`src/hdl/bcft_pkg.sv`:
```
`default_nettype none
package bcft_pkg;

  // ----------------------------------------------------------------
  // Register offsets
  // ----------------------------------------------------------------
  localparam logic [15:0] MAJ_LO_OFF   = 16'h0148;
  localparam logic [15:0] MAJ_HI_OFF   = 16'h014A;
  localparam logic [15:0] MIN_LO_OFF   = 16'h014C;
  localparam logic [15:0] MIN_HI_OFF   = 16'h014E;
  localparam logic [15:0] PERR_OFF     = 16'h0150;
  localparam logic [15:0] GAP_OFF      = 16'h0152;
  localparam logic [15:0] RT_MAP_OFF   = 16'h0154;
  localparam logic [15:0] RT_ADDR_OFF  = 16'h0156;
  localparam logic [15:0] BC_MAP_OFF   = 16'h0158;
  localparam logic [15:0] BC_ADDR_OFF  = 16'h015A;
  localparam logic [15:0] DIS_OFF      = 16'h015C;
  localparam logic [15:0] SWMASK_OFF   = 16'h015E;
  localparam logic [15:0] REV_OFF      = 16'h0180;
  localparam logic [15:0] LOST_CNT_OFF = 16'h0198;
  localparam logic [15:0] LOST_PTR_OFF = 16'h019A;

  // ----------------------------------------------------------------
  // Field layouts and reset values
  // ----------------------------------------------------------------
  localparam logic [15:0] MAP_MASK     = 16'h000F;
  localparam logic [15:0] SWMASK_MASK  = 16'h07FF;
  localparam logic [15:0] GAP_RST      = 16'h0001;
  localparam logic [15:0] REG_RST      = 16'h0000;
  localparam logic [15:0] LOST_STEP    = 16'h0002;
  localparam int          DIS_BIT      = 0;
  // Cause bits of the error register
  localparam int E_MODE = 15;
  localparam int E_GAP  = 14;
  localparam int E_TMO  = 13;
  localparam int E_WC   = 12;
  localparam int E_CMD  = 11;
  localparam int E_CW   = 10;
  localparam int E_MAJ  = 7;
  localparam int E_DBA  = 6;
  localparam int E_CBA  = 5;
  localparam int E_RTC  = 4;
  localparam int E_RTCW = 2;
  localparam int E_SIMB = 1;
  // Causes reported by the sequencer as ready-made events
  localparam logic [15:0] EXT_ERR_MASK = 16'h0309;
  localparam logic [15:0] MODE_MAX     = 16'h0004;
  localparam logic [15:0] MIN_GAP_US   = 16'h001E;
  localparam logic [15:0] TMO_MIN      = 16'h0007;

  // ----------------------------------------------------------------
  // Timing
  // ----------------------------------------------------------------
  localparam int CLK_PERIOD_NS = 100;
  localparam int US_NS         = 1000;
  localparam int CYC_PER_US    = US_NS / CLK_PERIOD_NS;
  localparam logic [3:0] PRE_LAST = 4'(CYC_PER_US - 1);

  // ----------------------------------------------------------------
  // Types
  // ----------------------------------------------------------------
  typedef struct packed {
    logic        valid;
    logic        write;
    logic [15:0] addr;
    logic [15:0] wdata;
  } bcft_cmd_t;

  typedef struct packed {
    logic        valid;
    logic        err;
    logic [15:0] rdata;
  } bcft_rsp_t;

  typedef enum logic [1:0] {MJ_IDLE, MJ_RUN, MJ_WAIT} bcft_mj_t;

endpackage
`default_nettype wire

```
`src/hdl/bcft_regs.sv`:
```
`default_nettype none
// Behaviour
// (RULE1) With major framing on, restart list when frame time since start elapses.
// (RULE2) Host writes a nonzero 32-bit major time, upper half higher offset.
// (RULE3) Major time low half is its own read/write register below the high.
// (RULE4) High register bits 15..0 are major time bits 31..16.
// (RULE5) Host marks the last block of a major-framed list.
// (RULE6) A 32-bit microsecond minor frame timer, inside or apart from major.
// (RULE7) Minor time low and high halves are read/write registers.
// (RULE8) Host marks the last block of each minor frame.
// (RULE9) Each programming error raises the flag and records its cause bit.
// (RULE10) Bit 15 invalid mode, bit 11 invalid register access command.
// (RULE11) Bit 14 when controller gap is under 30 microseconds.
// (RULE12) Bit 13 when response timeout is neither zero nor at least 7.
// (RULE13) Bit 12 word count mismatch; bit 10 both direction bits set.
// (RULE14) Bit 9 contradictory subaddress options; bit 8 zero pointer count.
// (RULE15) Bit 7 when major frame time is shorter than the list.
// (RULE16) Bits 6, 5, 4, 3: handover address, zero start, no terminals, pointers.
// (RULE17) Bit 2 neither simulate nor monitor; bit 1 both; bit 0 latency. Code raises bit 1 on control word bit 9 with broadcast enabled.
// (RULE18) Gap injection inserts the programmed extra microseconds, default 1.
// (RULE19) Controller-to-terminal handover uses 20-bit terminal header address.
// (RULE20) Terminal-to-controller handover uses 20-bit control block address.
// (RULE21) 11-bit status mask decides dynamic allocation acceptance.
// (RULE22) Microcode revision is a read-only 16-bit value.
// (RULE23) Count each new second interrupt raised while one is unserviced.
// (RULE24) Pointer to where the next lost interrupt entry is stored.
module bcft_regs #(
  parameter logic [15:0] REVISION = 16'h0100 // arbitrary value
) (
  // Clock and reset
  input  wire logic             clk,
  input  wire logic             nrst,
  // Register access command port
  input  wire bcft_pkg::bcft_cmd_t cmd,
  output logic                  cmd_ready,
  output bcft_pkg::bcft_rsp_t   rsp,
  // List scheduling
  input  wire logic             list_start,
  input  wire logic             list_done,
  input  wire logic             major_enable,
  input  wire logic             minor_start,
  input  wire logic             minor_done,
  input  wire logic             minor_in_major,
  output logic                  list_restart,
  output logic                  minor_next,
  // Programming checks
  input  wire logic             mode_req,
  input  wire logic [15:0]      mode_value,
  input  wire logic             bus_controller_mode,
  input  wire logic             multi_terminal_mode,
  input  wire logic             gap_check,
  input  wire logic [15:0]      gap_value,
  input  wire logic             tmo_check,
  input  wire logic [15:0]      tmo_value,
  input  wire logic             wc_check,
  input  wire logic             rt_to_rt,
  input  wire logic [4:0]       cb_word_count,
  input  wire logic [4:0]       cmd1_word_count,
  input  wire logic [4:0]       cmd2_word_count,
  input  wire logic             cw_check,
  input  wire logic [15:0]      control_word,
  input  wire logic             start_check,
  input  wire logic [15:0]      control_block_address,
  input  wire logic [5:0]       terminal_count,
  input  wire logic             rtcw_check,
  input  wire logic [15:0]      remote_terminal_cw,
  input  wire logic             broadcast_enabled,
  input  wire logic [15:0]      ext_err,
  output logic                  prog_error,
  // Gap injection
  input  wire logic             gap_inject,
  output logic                  gap_active,
  output logic                  gap_done,
  // Dynamic bus control
  input  wire logic             dba_request,
  input  wire logic [15:0]      dba_status_word,
  output logic                  dba_accept,
  output logic                  dba_reject,
  input  wire logic             handover_to_terminal,
  input  wire logic             handover_to_controller,
  output logic                  reconfig_terminal,
  output logic                  reconfig_controller,
  output logic [19:0]           reconfig_addr,
  // Second interrupt bookkeeping
  input  wire logic             irq_b_assert,
  input  wire logic             irq_b_pending
);

  // ----------------------------------------------------------------
  // State
  // ----------------------------------------------------------------
  typedef struct packed {
    logic [15:0]        maj_lo;
    logic [15:0]        maj_hi;
    logic [15:0]        min_lo;
    logic [15:0]        min_hi;
    logic [15:0]        perr;
    logic [15:0]        gap;
    logic [15:0]        rt_map;
    logic [15:0]        rt_addr;
    logic [15:0]        bc_map;
    logic [15:0]        bc_addr;
    logic [15:0]        dis;
    logic [15:0]        swmask;
    logic [15:0]        lost_cnt;
    logic [15:0]        lost_ptr;
    logic [3:0]         pre;
    bcft_pkg::bcft_mj_t mst;
    logic [31:0]        mj_el;
    logic               mn_wait;
    logic [31:0]        mn_el;
    logic               gap_act;
    logic [15:0]        gap_el;
    bcft_pkg::bcft_rsp_t rsp;
    logic               restart;
    logic               mnext;
    logic               gdone;
    logic               rc_rt;
    logic               rc_bc;
    logic [19:0]        rc_addr;
    logic               acc;
    logic               rej;
    logic               perr_evt;
  } bcft_state_t;

  bcft_state_t state_ff;
  bcft_state_t nxt_state;

  logic        us_tick;
  logic [31:0] maj_time;
  logic [31:0] min_time;

  assign us_tick  = (state_ff.pre == bcft_pkg::PRE_LAST);
  assign maj_time = {state_ff.maj_hi, state_ff.maj_lo}; // [RULE4]
  assign min_time = {state_ff.min_hi, state_ff.min_lo}; // [RULE7]

  // ----------------------------------------------------------------
  // Next state
  // ----------------------------------------------------------------
  always_comb begin
    logic [15:0] ev;
    logic [15:0] rd;
    logic        bad;
    ev = '0;
    rd = '0;
    bad = 1'b0;
    nxt_state = state_ff;
    nxt_state.rsp = '0;
    nxt_state.restart = 1'b0;
    nxt_state.mnext = 1'b0;
    nxt_state.gdone = 1'b0;
    nxt_state.rc_rt = 1'b0;
    nxt_state.rc_bc = 1'b0;
    nxt_state.acc = 1'b0;
    nxt_state.rej = 1'b0;
    nxt_state.pre = us_tick ? 4'h0 : state_ff.pre + 4'h1;

    // Register access; writes land first so hardware updates win
    if (cmd.valid) begin
      if (cmd.addr == bcft_pkg::MAJ_LO_OFF) begin
        rd = state_ff.maj_lo;
        if (cmd.write) nxt_state.maj_lo = cmd.wdata; // [RULE3]
      end else if (cmd.addr == bcft_pkg::MAJ_HI_OFF) begin
        rd = state_ff.maj_hi;
        if (cmd.write) nxt_state.maj_hi = cmd.wdata; // [RULE4]
      end else if (cmd.addr == bcft_pkg::MIN_LO_OFF) begin
        rd = state_ff.min_lo;
        if (cmd.write) nxt_state.min_lo = cmd.wdata; // [RULE7]
      end else if (cmd.addr == bcft_pkg::MIN_HI_OFF) begin
        rd = state_ff.min_hi;
        if (cmd.write) nxt_state.min_hi = cmd.wdata; // [RULE7]
      end else if (cmd.addr == bcft_pkg::PERR_OFF) begin
        rd = state_ff.perr;
        if (cmd.write) nxt_state.perr = cmd.wdata;
      end else if (cmd.addr == bcft_pkg::GAP_OFF) begin
        rd = state_ff.gap;
        if (cmd.write) nxt_state.gap = cmd.wdata;
      end else if (cmd.addr == bcft_pkg::RT_MAP_OFF) begin
        rd = state_ff.rt_map;
        if (cmd.write) nxt_state.rt_map = cmd.wdata & bcft_pkg::MAP_MASK;
      end else if (cmd.addr == bcft_pkg::RT_ADDR_OFF) begin
        rd = state_ff.rt_addr;
        if (cmd.write) nxt_state.rt_addr = cmd.wdata;
      end else if (cmd.addr == bcft_pkg::BC_MAP_OFF) begin
        rd = state_ff.bc_map;
        if (cmd.write) nxt_state.bc_map = cmd.wdata & bcft_pkg::MAP_MASK;
      end else if (cmd.addr == bcft_pkg::BC_ADDR_OFF) begin
        rd = state_ff.bc_addr;
        if (cmd.write) nxt_state.bc_addr = cmd.wdata;
      end else if (cmd.addr == bcft_pkg::DIS_OFF) begin
        rd = state_ff.dis;
        if (cmd.write) nxt_state.dis = cmd.wdata;
      end else if (cmd.addr == bcft_pkg::SWMASK_OFF) begin
        rd = state_ff.swmask;
        if (cmd.write) begin
          nxt_state.swmask = cmd.wdata & bcft_pkg::SWMASK_MASK; // [RULE21]
        end
      end else if (cmd.addr == bcft_pkg::REV_OFF) begin
        rd = REVISION; // [RULE22]
        bad = cmd.write;
      end else if (cmd.addr == bcft_pkg::LOST_CNT_OFF) begin
        rd = state_ff.lost_cnt;
        if (cmd.write) nxt_state.lost_cnt = cmd.wdata;
      end else if (cmd.addr == bcft_pkg::LOST_PTR_OFF) begin
        rd = state_ff.lost_ptr;
        if (cmd.write) nxt_state.lost_ptr = cmd.wdata;
      end else begin
        bad = 1'b1;
      end
      nxt_state.rsp.valid = 1'b1;
      nxt_state.rsp.err = bad;
      nxt_state.rsp.rdata = bad ? 16'h0000 : rd;
      ev[bcft_pkg::E_CMD] = bad; // [RULE10]
    end

    // ----------------------------------------------------------------
    // Major frame
    // ----------------------------------------------------------------
    if (us_tick && state_ff.mst != bcft_pkg::MJ_IDLE) begin
      nxt_state.mj_el = state_ff.mj_el + 32'h1;
    end
    case (state_ff.mst)
      bcft_pkg::MJ_IDLE: begin
        if (list_start) begin
          nxt_state.mst = bcft_pkg::MJ_RUN;
          nxt_state.mj_el = '0;
        end
      end
      bcft_pkg::MJ_RUN: begin
        if (list_done && major_enable) begin
          // Overrun: report and restart at once
          if (state_ff.mj_el > maj_time) begin
            ev[bcft_pkg::E_MAJ] = 1'b1; // [RULE15]
            nxt_state.restart = 1'b1;
            nxt_state.mj_el = '0;
          end else begin
            nxt_state.mst = bcft_pkg::MJ_WAIT;
          end
        end else if (list_done) begin
          nxt_state.mst = bcft_pkg::MJ_IDLE;
        end
      end
      bcft_pkg::MJ_WAIT: begin
        if (state_ff.mj_el >= maj_time) begin
          nxt_state.restart = 1'b1; // [RULE1]
          nxt_state.mj_el = '0;
          nxt_state.mst = bcft_pkg::MJ_RUN;
        end
      end
      default: nxt_state.mst = bcft_pkg::MJ_IDLE;
    endcase

    // ----------------------------------------------------------------
    // Minor frame
    // ----------------------------------------------------------------
    if (us_tick) nxt_state.mn_el = state_ff.mn_el + 32'h1; // [RULE6]
    if (minor_done) nxt_state.mn_wait = 1'b1;
    if (state_ff.mn_wait && state_ff.mn_el >= min_time) begin
      nxt_state.mnext = 1'b1;
      nxt_state.mn_wait = 1'b0;
      nxt_state.mn_el = '0;
    end
    // Locked to the major frame when asked to
    if (minor_start ||
        (minor_in_major && (list_start || nxt_state.restart))) begin
      nxt_state.mn_el = '0; // [RULE6]
      nxt_state.mn_wait = 1'b0;
    end

    // ----------------------------------------------------------------
    // Gap injection
    // ----------------------------------------------------------------
    if (gap_inject && !state_ff.gap_act) begin
      nxt_state.gap_act = 1'b1;
      nxt_state.gap_el = '0;
    end else if (state_ff.gap_act) begin
      if (state_ff.gap_el >= state_ff.gap) begin
        nxt_state.gap_act = 1'b0; // [RULE18]
        nxt_state.gdone = 1'b1;
      end else if (us_tick) begin
        nxt_state.gap_el = state_ff.gap_el + 16'h1;
      end
    end

    // ----------------------------------------------------------------
    // Dynamic bus control
    // ----------------------------------------------------------------
    if (dba_request && multi_terminal_mode) begin
      if (((dba_status_word & state_ff.swmask) == 16'h0000) &&
          !state_ff.dis[bcft_pkg::DIS_BIT]) begin
        nxt_state.acc = 1'b1; // [RULE21]
      end else begin
        nxt_state.rej = 1'b1;
      end
    end
    if (handover_to_terminal) begin
      nxt_state.rc_rt = 1'b1;
      nxt_state.rc_addr = {state_ff.rt_map[3:0], state_ff.rt_addr}; // [RULE19]
      ev[bcft_pkg::E_DBA] = ({state_ff.rt_map, state_ff.rt_addr} == '0);
    end else if (handover_to_controller) begin
      nxt_state.rc_bc = 1'b1;
      nxt_state.rc_addr = {state_ff.bc_map[3:0], state_ff.bc_addr}; // [RULE20]
      ev[bcft_pkg::E_DBA] = ({state_ff.bc_map, state_ff.bc_addr} == '0);
    end

    // ----------------------------------------------------------------
    // Lost second interrupts
    // ----------------------------------------------------------------
    if (irq_b_assert && irq_b_pending) begin
      nxt_state.lost_cnt = nxt_state.lost_cnt + 16'h1; // [RULE23]
      nxt_state.lost_ptr = nxt_state.lost_ptr + bcft_pkg::LOST_STEP; // [RULE24]
    end

    // ----------------------------------------------------------------
    // Programming error causes
    // ----------------------------------------------------------------
    if (mode_req && mode_value > bcft_pkg::MODE_MAX) begin
      ev[bcft_pkg::E_MODE] = 1'b1; // [RULE10]
    end
    if (gap_check && bus_controller_mode &&
        gap_value < bcft_pkg::MIN_GAP_US) begin
      ev[bcft_pkg::E_GAP] = 1'b1; // [RULE11]
    end
    if (tmo_check && tmo_value != 16'h0000 &&
        tmo_value < bcft_pkg::TMO_MIN) begin
      ev[bcft_pkg::E_TMO] = 1'b1; // [RULE12]
    end
    if (wc_check && (cb_word_count != cmd1_word_count ||
        (rt_to_rt && cmd1_word_count != cmd2_word_count))) begin
      ev[bcft_pkg::E_WC] = 1'b1; // [RULE13]
    end
    if (cw_check && control_word[15] && control_word[14]) begin
      ev[bcft_pkg::E_CW] = 1'b1; // [RULE13]
    end
    // Zero start address is only reported; start still proceeds
    if (start_check && control_block_address == 16'h0000) begin
      ev[bcft_pkg::E_CBA] = 1'b1; // [RULE16]
    end
    if (start_check && multi_terminal_mode && terminal_count == '0) begin
      ev[bcft_pkg::E_RTC] = 1'b1; // [RULE16]
    end
    if (rtcw_check && !remote_terminal_cw[9] && !remote_terminal_cw[8]) begin
      ev[bcft_pkg::E_RTCW] = 1'b1; // [RULE17]
    end
    if (rtcw_check && remote_terminal_cw[9] && broadcast_enabled) begin
      ev[bcft_pkg::E_SIMB] = 1'b1; // [RULE17]
    end
    // Pointer, subaddress option, ring pointer and latency causes
    ev = ev | (ext_err & bcft_pkg::EXT_ERR_MASK); // [RULE14] [RULE16] [RULE17]
    // A cause landing with a host write survives it
    nxt_state.perr = nxt_state.perr | ev; // [RULE9]
    nxt_state.perr_evt = |ev; // [RULE9]
  end

  // ----------------------------------------------------------------
  // Registers
  // ----------------------------------------------------------------
  always_ff @(posedge clk or negedge nrst) begin
    if (!nrst) begin
      state_ff <= '0;
      state_ff.gap <= bcft_pkg::GAP_RST; // [RULE18]
      state_ff.mst <= bcft_pkg::MJ_IDLE;
    end else begin
      state_ff <= nxt_state;
    end
  end

  // ----------------------------------------------------------------
  // Outputs
  // ----------------------------------------------------------------
  assign cmd_ready           = 1'b1;
  assign rsp                 = state_ff.rsp;
  assign list_restart        = state_ff.restart;
  assign minor_next          = state_ff.mnext;
  assign prog_error          = state_ff.perr_evt;
  assign gap_active          = state_ff.gap_act;
  assign gap_done            = state_ff.gdone;
  assign dba_accept          = state_ff.acc;
  assign dba_reject          = state_ff.rej;
  assign reconfig_terminal   = state_ff.rc_rt;
  assign reconfig_controller = state_ff.rc_bc;
  assign reconfig_addr       = state_ff.rc_addr;

endmodule
`default_nettype wire

```
`config.mk`:
```
export PLATFORM = sky130hd
export DESIGN_NAME = bcft_regs
export DESIGN_NICKNAME = d
export VERILOG_FILES = /design/src/hdl/bcft_pkg.sv /design/src/hdl/bcft_regs.sv
export SDC_FILE = /design/constraint.sdc
export NUM_CORES = 1
export LEC_CHECK = 0
export CAP_MARGIN = 20
export CORE_MARGIN = 2
export CORE_UTILIZATION = 70
export CTS_BUF_LIST = sky130_fd_sc_hd__clkbuf_8 sky130_fd_sc_hd__clkbuf_16
export CTS_CLUSTER_SIZE = 20
export DETAILED_ROUTE_END_ITERATION = 6
export DONT_BUFFER_PORTS = 1
export PLACE_DENSITY = 0.86
export SLEW_MARGIN = 30
export SYNTH_ARGS = -nofsm -noshare
export SYNTH_HDL_FRONTEND = slang
export SYNTH_SLANG_ARGS = --single-unit
```
`constraint.sdc`:
```
create_clock -name clk -period 5.6 [get_ports clk]
set_input_delay 1.12 -clock clk [delete_from_list [all_inputs] [get_ports clk]]
set_output_delay 1.12 -clock clk [all_outputs]
set_load 0.01 [all_outputs]
```
==> results of run 1 <==
## worst min path at each step
stage               endpoint  slack [ns]  cells past startpoint
6_report       state_ff[130]        0.30                      0
5_1_grt        state_ff[130]        0.29                      0
4_1_cts        state_ff[102]        0.30                      0
3_5_place_dp   state_ff[191]        0.48                      2
3_3_place_gp   state_ff[134]        0.46                      2
2_1_floorplan  state_ff[134]        0.45                      2
## cell families after synthesis
kind of cell	synth area share, %
AOI/OAI and AO/OA	13.21
buffers and inverters	5.554
other	0.01987
muxes	9.021
adders and majority gates	5.899
xor gates and xnor gates	5.197
DFF	43.62
and+or+nand+nor	17.48
## layout make-up
cell class / count / area, sq um / share of cell area, %
multi-input combinational: 1382 / 9613 / 47.88
clock inverter: 19 / 175.2 / 0.8724
antenna: 1 / 2.502 / 0.01246
tap: 341 / 426.7 / 2.125
sequential: 329 / 8234 / 41.01
clock buffer: 46 / 1061 / 5.284
inverter: 105 / 394.1 / 1.963
timing repair buffer: 23 / 172.7 / 0.8599
## worst register-to-register path: stages, from the launching register on
cell and delay (ns):
dfrtp_1 0.44, ha_1 0.34, nand4_1 0.18, nor4_1 0.53
nand3_1 0.36, a21o_1 0.26, a21oi_1 0.16, a311oi_1 0.06
or3_2 0.73, a21oi_1 0.23
## where the power goes
group | internal, mW | total [mW] | switching [mW]
registers | 2.46 | 2.57 | 0.114
clock network | 1.48 | 2.47 | 0.994
logic | 0.214 | 0.542 | 0.328
total | 4.15 | 5.58 | 1.44
## synthesized netlist by cell type (all sizes together), types with 16 or more instances
master / number
a211oi: 22
a21o: 28
a21oi: 68
a31oi: 18
and3: 37
buf: 66
clkbuf: 61
dfrtp: 328
ha: 89
inv: 105
mux2: 103
mux2i: 53
nand2: 192
nand3: 67
nand4: 54
nor2: 143
nor2b: 16
nor3: 37
nor4: 31
o21ai: 111
o22ai: 22
xnor2: 55
xor2: 57
## layer usage
metal	vias to the layer above	routed length [microns]	track usage, %
met4	2	3343	21.21
met2	1073	26380	63.12
met3	223	6817	10.55
li1	6797	-	-
met1	7718	21660	53.42
met5	-	18	0
## registers in the layout (all words and copies together), names as in the netlist
signal               count
dba_accept               1
dba_reject               1
gap_active               1
gap_done                 1
list_restart             1
maj_time                32
min_time                32
minor_next               1
prog_error               1
reconfig_addr           20
reconfig_controller      1
reconfig_terminal        1
rsp                     18
state_ff               218
==> out/metrics.yaml, run 1 <==
outcome: "complete, no violations"
r2r_slack_ns: 2.22
final_common_cell: "dfrtp_1"
layout-drive-gt1-share_pct: 11.24
cp_num_buf_inv: 0
synth_flop_cell: "dfrtp_1"
finish.instance_area_sq_um: 20080
ys_async_sr_fraction_pct: 100.0
drtIter0Drc: 2461
rr_worst_depth: 9
power_mw: 5.582
fin_ws_ns: 1.458
yosysTopAreaCell: "dfrtp_1"
grtUsageTotal_pct: 40.80
numCtsBuffers: 36
finalHoldViolations: 0
vdd_drop_max_mv: 0.2630
grt_pass1_vias: 15613
post-place-ws_ns: 0.8347
startpoint: "cmd[29]"
synth-seq-cells: 329
critical-path-max-stage-delay_ns: 0.80
fp.dieH_microns: 168.2
synth_warnings: 0
synthCells: 1943
setup_viol: 0
finClkSkew_ns: 0.01847
grt_first_pass_wirelength_mm: 88.48
cts.htree.levels: 2
placed_cells: 2180
rsz0062_at_grt: "false"
finalWeightedCongestion: 0.9852
pin_count: 256
finalCritPeriodShare_pct: 73.96
startpoint_type: "input pin"
cts_tree: "done"
antenna_found_initial: 4
power.leakage_nw: 9.197
root_buffer: "clkbuf_16"
slew_headroom_pct: 29.57
tightest_slew_ns: 1.043
fin_nets: 2174
remaining_drc_errors: 0
finalWirelength_mm: 58.22
layout_common_cells: "328 x dfrtp_1, 190 x nand2_1, 140 x nor2_1"
path_class: "in2reg"
synth_top_area_share_pct: 43.48
powerDensity_nw_per_um2: 278.0
clock_sinks: 329
place_area_sq_um: 18840
fin_hold_ws_ns: 0.2980
dp_hpwl_mm: 40.36
dieWidth_microns: 168.2
period_needed_ns: 4.142
crit_family: "simple AND/OR/NAND/NOR gates"
syn_area_sq_um: 18880
path_max_fanout: 16
grt_max_degree: 330
final_util_pct: 75.13
setup_tns_ns: 0
syn_nets: 2240
cts_resized: 0
final-instance-count-excl-fill: 2246
fp-row-count: 60
r2r-end: "state_ff[64]"
fill_cells: 1842
critical_path_required_ns: 5.95
routedWlPerCell_microns: 25.92
max_freq_ghz: 0.2415
vias: 15813
cp_num_cells: 8
firstDrtPassIters: 7
insertion_delay_ns: 0.53
hp-class: "in2async"
cts_hold_buf: 0
endpoint_kind: "flip-flop"
yosys-top-cells-area: "dfrtp_1 43%, mux2_2 6.1%, ha_1 5.9%, nand2_1 3.8%, o21ai_0 2.9%"
crit_path_top_delay_cell: "or4_1"
die_area_sq_um: 28300
final_antenna_net_count: 0
areaGrowthSynthToFinish_pct: 6.370
critPathArrivalTime_ns: 4.49
cts_buffer_depth: 3
io_buffers: 0
overflow: 0
crit_end: "rsp[12]"
vias_per_cell: 7.041
crit_path_cell_trace: "or4_1 > nor2_1 > nand3_1 > nand2_2 > nor3_1 > and2_1 > nand2b_1 > a2111oi_0"
initial_core_util_pct: 70.63
placeableCoreArea_sq_um: 26730
ys_seq_area_share_pct: 43.62
path_clk_slew_ns: 0.06
r2r-start: "state_ff[125]"
avgSynthCellArea_sq_um: 9.715
synth_cell_types: 81
synth_edf_count: 0
drv_slew: 0
postCtsSetupRepairBufs: 0
maxCapViolCount: 0
(Power assumes the default switching activity.)
==> run 2, diff against run 1 <==
--- a/config.mk
+++ b/config.mk
@@ -5,14 +5,15 @@
 export SDC_FILE = /design/constraint.sdc
 export NUM_CORES = 1
 export LEC_CHECK = 0
+export ABC_AREA = 1
 export CAP_MARGIN = 20
 export CORE_MARGIN = 2
-export CORE_UTILIZATION = 70
+export CORE_UTILIZATION = 65
 export CTS_BUF_LIST = sky130_fd_sc_hd__clkbuf_8 sky130_fd_sc_hd__clkbuf_16
 export CTS_CLUSTER_SIZE = 20
 export DETAILED_ROUTE_END_ITERATION = 6
 export DONT_BUFFER_PORTS = 1
-export PLACE_DENSITY = 0.86
+export PLACE_DENSITY = 0.81
 export SLEW_MARGIN = 30
 export SYNTH_ARGS = -nofsm -noshare
 export SYNTH_HDL_FRONTEND = slang
==> constraint.sdc (replaced) <==
create_clock -name clk -period 4.3 [get_ports clk]
set_input_delay 0.86 -clock clk [delete_from_list [all_inputs] [get_ports clk]]
set_output_delay 0.86 -clock clk [all_outputs]
set_load 0.01 [all_outputs]
==> run 2 against run 1 <==
Effect of this change: worst hold slack worse by 0.26 ns; die area is 12% higher; sequential share of layout area is 1.8 points lower; count of clock-buffer cells in the layout is 2 higher; sequential cell count stayed put; core utilization is 4.5 points lower; global-route usage is 3.1 points lower; clock skew is 0.0023 ns lower.
==> out/metrics.yaml, run 2 <==
cts.htree.levels: 2  # unchanged
finalWeightedCongestion: 0.9779  # -0.74%
grtUsageTotal_pct: 37.68  # -3.1 points
outcome: "complete, no violations"
placeableCoreArea_sq_um: 29720  # +11%
insertion_delay_ns: 0.53  # about the same
synth_warnings: 0  # unchanged
yosysMostFrequentCell: "nand2_1"
synthCells: 2578  # +33%
period_needed_ns: 3.178
syn_nets: 2875  # +28%
slew_headroom_pct: 17.53  # -12 points
finalCritPeriodShare_pct: 73.90
hp-class: "in2async"
path_clk_slew_ns: 0.06  # about the same
post-place-ws_ns: 0.8098  # -0.02487 ns
synth-seq-cells: 329  # unchanged
ys_async_sr_fraction_pct: 100.0  # unchanged
numCtsBuffers: 37  # +2.8%
areaGrowthSynthToFinish_pct: 6.462  # about the same
avgSynthCellArea_sq_um: 7.646  # -21%
r2r-start: "state_ff[121]"
clock_power_share_pct: 46.1  # +1.9 points
overflow: 0  # unchanged
vias_per_cell: 6.171  # -12%
cts_resized: 0  # unchanged
cts_tree: "done"
finalWirelength_mm: 59.47  # +2.2%
finClkSkew_ns: 0.01618  # -0.002284 ns
setup_tns_ns: 0  # unchanged
die_area_sq_um: 31730  # +12%
layout_common_cells: "660 x nand2_1, 328 x dfrtp_1, 323 x inv_1"
cp_num_buf_inv: 2  # +2
final_common_cell: "nand2_1"
firstDrtPassIters: 6  # -1
drv_slew: 0  # unchanged
drtIter0Drc: 2175  # -12%
yosysTopAreaCell: "dfrtp_1"
startpoint: "state_ff[121]"
yosys-top-cells-area: "dfrtp_1 42%, nand2_1 13%, inv_1 6.1%, ha_1 5.6%, o21ai_0 5.3%"
startpoint_type: "flip-flop"
path_max_fanout: 23  # +7
rsz0062_at_grt: "false"
tightest_slew_ns: 1.237  # +0.1943 ns
antenna_found_initial: 3  # -1
cts_hold_buf: 0  # unchanged
p_int_mw: 5.503  # +33%
fin_hold_ws_ns: 0.03431  # -0.2637 ns
vdd_drop_max_mv: 0.3583  # +36%
cts_buffer_depth: 3  # unchanged
grt_pass1_vias: 17187  # +10%
synth_flop_cell: "dfrtp_1"
place_area_sq_um: 19650  # +4.3%
root_buffer: "clkbuf_16"
vias: 18086  # +14%
critical_path_required_ns: 4.74  # -1.21 ns
max_freq_ghz: 0.3147
p_sw_share_pct: 25.77  # +0.040 points
crit_family: "simple AND/OR/NAND/NOR gates"
regMostFlops: "state_ff"
postCtsSetupRepairBufs: 0  # unchanged
grt_first_pass_wirelength_mm: 91.81  # +3.8%
largest_reg_flops: 218  # unchanged
path_class: "reg2reg"
p_seq_share_pct: 43.7  # -2.3 points
crit_path_frequent_cell: "nand2_1"
io_buffers: 0  # unchanged
pin_count: 256  # unchanged
maxCapViolCount: 0  # unchanged
synth_edf_count: 0  # unchanged
fp.dieH_microns: 178.1  # +5.9%
multi_input_comb_area_sq_um: 9574  # -0.40%
crit_path_top_delay_cell: "dfrtp_1"
combPwrFrac_pct: 10.2  # +0.5 points
ys_seq_area_share_pct: 41.78  # -1.8 points
layout-drive-gt1-share_pct: 6.107  # -5.1 points
final_antenna_net_count: 0  # unchanged
crit_path_cell_trace: "ha_1 > a21oi_1 > o21ai_0 > nand2_1 > nand2_1 > a21oi_1 > nand2_1 > nand3_1 > nand2_1 > nand2_1 > nand2_1 > nand2_1 > buf_4 > nand2_1 > buf_4 > a21oi_1"
critPathArrivalTime_ns: 3.62  # -0.87 ns
synth_top_area_share_pct: 41.64  # -1.8 points
final_util_pct: 70.61  # -4.5 points
seqCellArea_sq_um: 8234  # unchanged
fin_ws_ns: 1.122  # -0.3360 ns
dieWidth_microns: 178.1  # +5.9%
fp-row-count: 63  # +5.0%
fill_cells: 2378  # +29%
critical-path-max-stage-delay_ns: 0.44  # -0.36 ns
syn_area_sq_um: 19710  # +4.4%
power.leakage_nw: 9.891  # +7.5%
grt_max_degree: 330  # unchanged
powerDensity_nw_per_um2: 353.3  # +27%
remaining_drc_errors: 0  # unchanged
finalHoldViolations: 0  # unchanged
clock_sinks: 329  # unchanged
synth_common_cells: "660 x nand2_1, 328 x dfrtp_1, 318 x inv_1"
synth_cell_types: 58  # -28%
finish.instance_area_sq_um: 20980  # +4.5%
switchingPower_mw: 1.910  # +33%
endpoint_kind: "flip-flop"
setup_viol: 0  # unchanged
fin_nets: 2807  # +29%
dp_hpwl_mm: 42.89  # +6.3%
routedWlPerCell_microns: 20.29  # -22%
initial_core_util_pct: 66.33  # -4.3 points
## run 2: layer usage
metal	routed length, microns	track usage, %	vias to the layer above	share of wire, %
li1	-	-	8295	-
met1	23120	50.60	8553	39
met2	27230	59.96	1056	46
met3	6328	6.969	180	11
met4	2779	16.36	2	4.7
met5	16	0	-	0.027
## run 2: power by group through the flow
stage / Sequential, mW / Clock, mW / Combinational (mW)
global route: 3.25 / 3.56 / 0.826
finish: 3.24 / 3.42 / 0.753
CTS: 3.24 / 3.43 / 0.736
detailed placement: 3.29 / 0 / 0.722
global placement: 3.29 / 0 / 0.693
floorplan: 3.28 / 0 / 0.556
## run 2: logic make-up after synthesis
logic type	after synthesis	synth area share (%)
buffers and inverters	454	9.687
other	1	0.01903
AO/OA/AOI/OAI	459	13.38
flip-flops	329	41.78
adder cells (fa/ha/maj)	89	5.650
XOR/XNOR	81	3.637
AND/OR/NAND/NOR	1165	25.86
## run 2: layout make-up
cell class / count / share of cell area, %
multi-input combinational: 1795 / 45.63
timing repair buffer: 15 / 0.5366
tap: 390 / 2.325
inverter: 332 / 5.939
antenna: 3 / 0.03578
sequential: 329 / 39.24
clock inverter: 19 / 1.055
clock buffer: 48 / 5.241
## run 2: final timing paths
path	end	slack [ns]	depth (start not counted)
worst min-delay path	state_ff[133]	0.03	0
min in group clk	rsp[17]	0.37	0
worst max-delay path	state_ff[63]	1.12	16
worst min register to register	state_ff[130]	0.48	1
worst max register to register	state_ff[63]	1.12	16
max in group asynchronous	state_ff[115]	3.26	0
## run 2: worst reg2reg max path: stages (launching register included)
cell and delay, ns:
dfrtp_1 0.44, ha_1 0.34, a21oi_1 0.17, o21ai_0 0.11, nand2_1 0.07, nand2_1 0.05
a21oi_1 0.37, nand2_1 0.14, nand3_1 0.32, nand2_1 0.09, nand2_1 0.09, nand2_1 0.11
nand2_1 0.08, buf_4 0.23, nand2_1 0.08, buf_4 0.24, a21oi_1 0.16
## run 2: metrics by stage
stage                     std cells  total power [mW]
final                          2931             7.413
after global routing           2930             7.629
after CTS                      2928             7.402
after detailed placement       2861             4.016
after global placement         2861             3.983
after floorplan                2578             3.835
==> run 3, diff against run 2 <==
==> constraint.sdc (replaced) <==
create_clock -name clk -period 3 [get_ports clk]
set_input_delay 0.6 -clock clk [delete_from_list [all_inputs] [get_ports clk]]
set_output_delay 0.6 -clock clk [all_outputs]
set_load 0.01 [all_outputs]
==> run 3 against run 2 <==
Effect of this change: the run now ends with hold timing left; die area unchanged; global-route usage increased by 0.53 points; clock skew increased by 0.0049 ns; core utilization increased by 0.68 points.
==> out/metrics.yaml, run 3 (same netlist as run 2, synthesis figures left out) <==
powerDensity_nw_per_um2: 489.1  # +38%
setup_tns_ns: 0  # unchanged
finalWeightedCongestion: 0.9791  # +0.12%
hp-class: "in2async"
r2r-start: "maj_time[27]"
pin_count: 256  # unchanged
fp.dieH_microns: 178.1  # unchanged
largest_reg_flops: 218  # unchanged
numCtsBuffers: 37  # unchanged
finalCritPeriodShare_pct: 91.43  # +18 points
root_buffer: "clkbuf_16"
grtUsageTotal_pct: 38.21  # +0.53 points
path_clk_slew_ns: 0.06  # about the same
rsz0062_at_grt: "false"
critical_path_required_ns: 3.45  # -1.29 ns
endpoint_kind: "flip-flop"
grt_first_pass_wirelength_mm: 92.56  # +0.81%
final_util_pct: 71.29  # +0.68 points
placeableCoreArea_sq_um: 29720  # unchanged
fin_nets: 2846  # +1.4%
regMostFlops: "state_ff"
rr_worst_depth: 16  # unchanged
r2r_slack_ns: 0.26  # -0.87 ns
critical-path-max-stage-delay_ns: 0.38  # -0.06 ns
crit_path_frequent_cell: "nand2_1"
io_buffers: 0  # unchanged
grt_pass1_vias: 17252  # +0.38%
dp_hpwl_mm: 43.94  # +2.4%
startpoint_type: "flip-flop"
tightest_slew_ns: 1.422  # +0.1853 ns
remaining_drc_errors: 0  # unchanged
finalHoldViolations: 158  # +158
finalWirelength_mm: 60.09  # +1.0%
vias_per_cell: 6.128  # -0.68%
final_antenna_net_count: 0  # unchanged
cts.htree.levels: 2  # unchanged
path_max_fanout: 23  # unchanged
r2r-end: "state_ff[65]"
path_class: "reg2reg"
clock_sinks: 329  # unchanged
outcome: "finished with violations"
drv_slew: 0  # unchanged
crit_path_cell_trace: "inv_1 > ha_1 > a21oi_1 > o21ai_0 > nand2_1 > nand2_1 > a21oi_1 > nand2_1 > nand3_1 > nand2_1 > nand2_1 > nand2_1 > nand2_1 > nand2_1 > buf_4 > a21oi_1"
areaGrowthSynthToFinish_pct: 7.491
drtIter0Drc: 2263  # +4.0%
cp_num_buf_inv: 2  # unchanged
layout-drive-gt1-share_pct: 7.223  # +1.1 points
crit_path_top_delay_cell: "dfrtp_1"
firstDrtPassIters: 6  # unchanged
cts_tree: "done"
slew_headroom_pct: 5.176  # -12 points
antenna_found_initial: 3  # unchanged
overflow: 0  # unchanged
period_needed_ns: 2.743  # -0.4345 ns
vdd_drop_max_mv: 0.4914  # +37%
dieWidth_microns: 178.1  # unchanged
grt_max_degree: 330  # unchanged
power.leakage_nw: 10.06  # +1.7%
final_common_cell: "nand2_1"
setup_viol: 0  # unchanged
initial_core_util_pct: 66.33  # unchanged
routedWlPerCell_microns: 20.25  # -0.19%
maxCapViolCount: 0  # unchanged
layout_common_cells: "660 x nand2_1, 328 x inv_1, 328 x dfrtp_1"
finClkSkew_ns: 0.02106  # +0.004880 ns
violations: "hold timing"
fp-row-count: 63  # unchanged
fin_hold_ws_ns: -0.2353  # -0.2697 ns
critPathArrivalTime_ns: 3.19  # -0.43 ns
vias: 18183  # +0.54%
cts_buffer_depth: 3  # unchanged
crit_family: "simple AND/OR/NAND/NOR gates"
insertion_delay_ns: 0.54  # about the same
max_freq_ghz: 0.3646  # +16%
die_area_sq_um: 31730  # unchanged
run 3: changes by cell type in the layout (fill, tap and decap cells not counted), sizes merged:
cell,previous run,this run
inv,335,340
bufinv,5,2
buf,15,54
clkinv,11,7
diode,3,2
run 3: how the worst max path moves through the flow:
stage / slack [ns] / start / cells after the start / to
2_1_floorplan: 0.39 / cmd[29] / 16 / state_ff[147]
3_3_place_gp: 0.21 / cmd[29] / 18 / state_ff[145]
3_5_place_dp: 0.18 / cmd[29] / 18 / state_ff[145]
4_1_cts: 0.18 / state_ff[72] / 15 / state_ff[65]
5_1_grt: 0.08 / state_ff[119] / 14 / state_ff[77]
6_report: 0.26 / maj_time[27] / 16 / state_ff[65]
run 3: repair_timing:
item | CTS | global route
endpoints found under the hold margin | 329 | 329
setup endpoints to repair | 0 | 14
gates resized for setup | 0 | 1
setup buffers | 0 | 0
run 3: per-layer routing:
layer	global-route usage (%)	routed length, microns	vias up
met5	0	12	-
met4	14.89	2562	2
met3	7.609	6503	176
met2	62.58	27830	1063
met1	50.12	23170	8565
li1	-	-	8377
run 3: power by group:
group          switching [mW]  internal, mW  total [mW]
logic                   0.771         0.325        1.10
registers              0.0778          4.57        4.65
clock network            1.88          2.74        4.62
run 3: through the flow:
stage | instances | hold WS (ns) | power (mW) | setup WS, ns | instance area (sq um)
finish | 2967 | -0.2353 | 10.36 | 0.2570 | 21190
global route | 2967 | -0.2427 | 10.66 | 0.08322 | 21190
CTS | 2965 | -0.2374 | 10.32 | 0.1818 | 21180
detailed placement | 2900 | 0.3164 | 5.787 | 0.1802 | 19950
global placement | 2900 | 0.3189 | 5.754 | 0.2098 | 19950
floorplan | 2578 | 0.3044 | 5.497 | 0.3880 | 19710
run 3: final cells by class:
cell class,instances,area [sq um]
diodes,2,5.005
clock inverters,17,126.4
clock buffers,48,1100
fillers,2337,8531
well taps,390,488.0
flip-flops and latches,329,8234
multi-input cells,1795,9569
repair buffers,54,417.9
inverters,332,1246
run 3: worst register-to-register path: cells and delay by family, from the launching register on:
kind,cells,cell delay (ns)
flops,1,0.38
buf+inv,2,0.35
simple gates,9,0.84
fa+ha+maj,1,0.27
compound gates,4,0.82
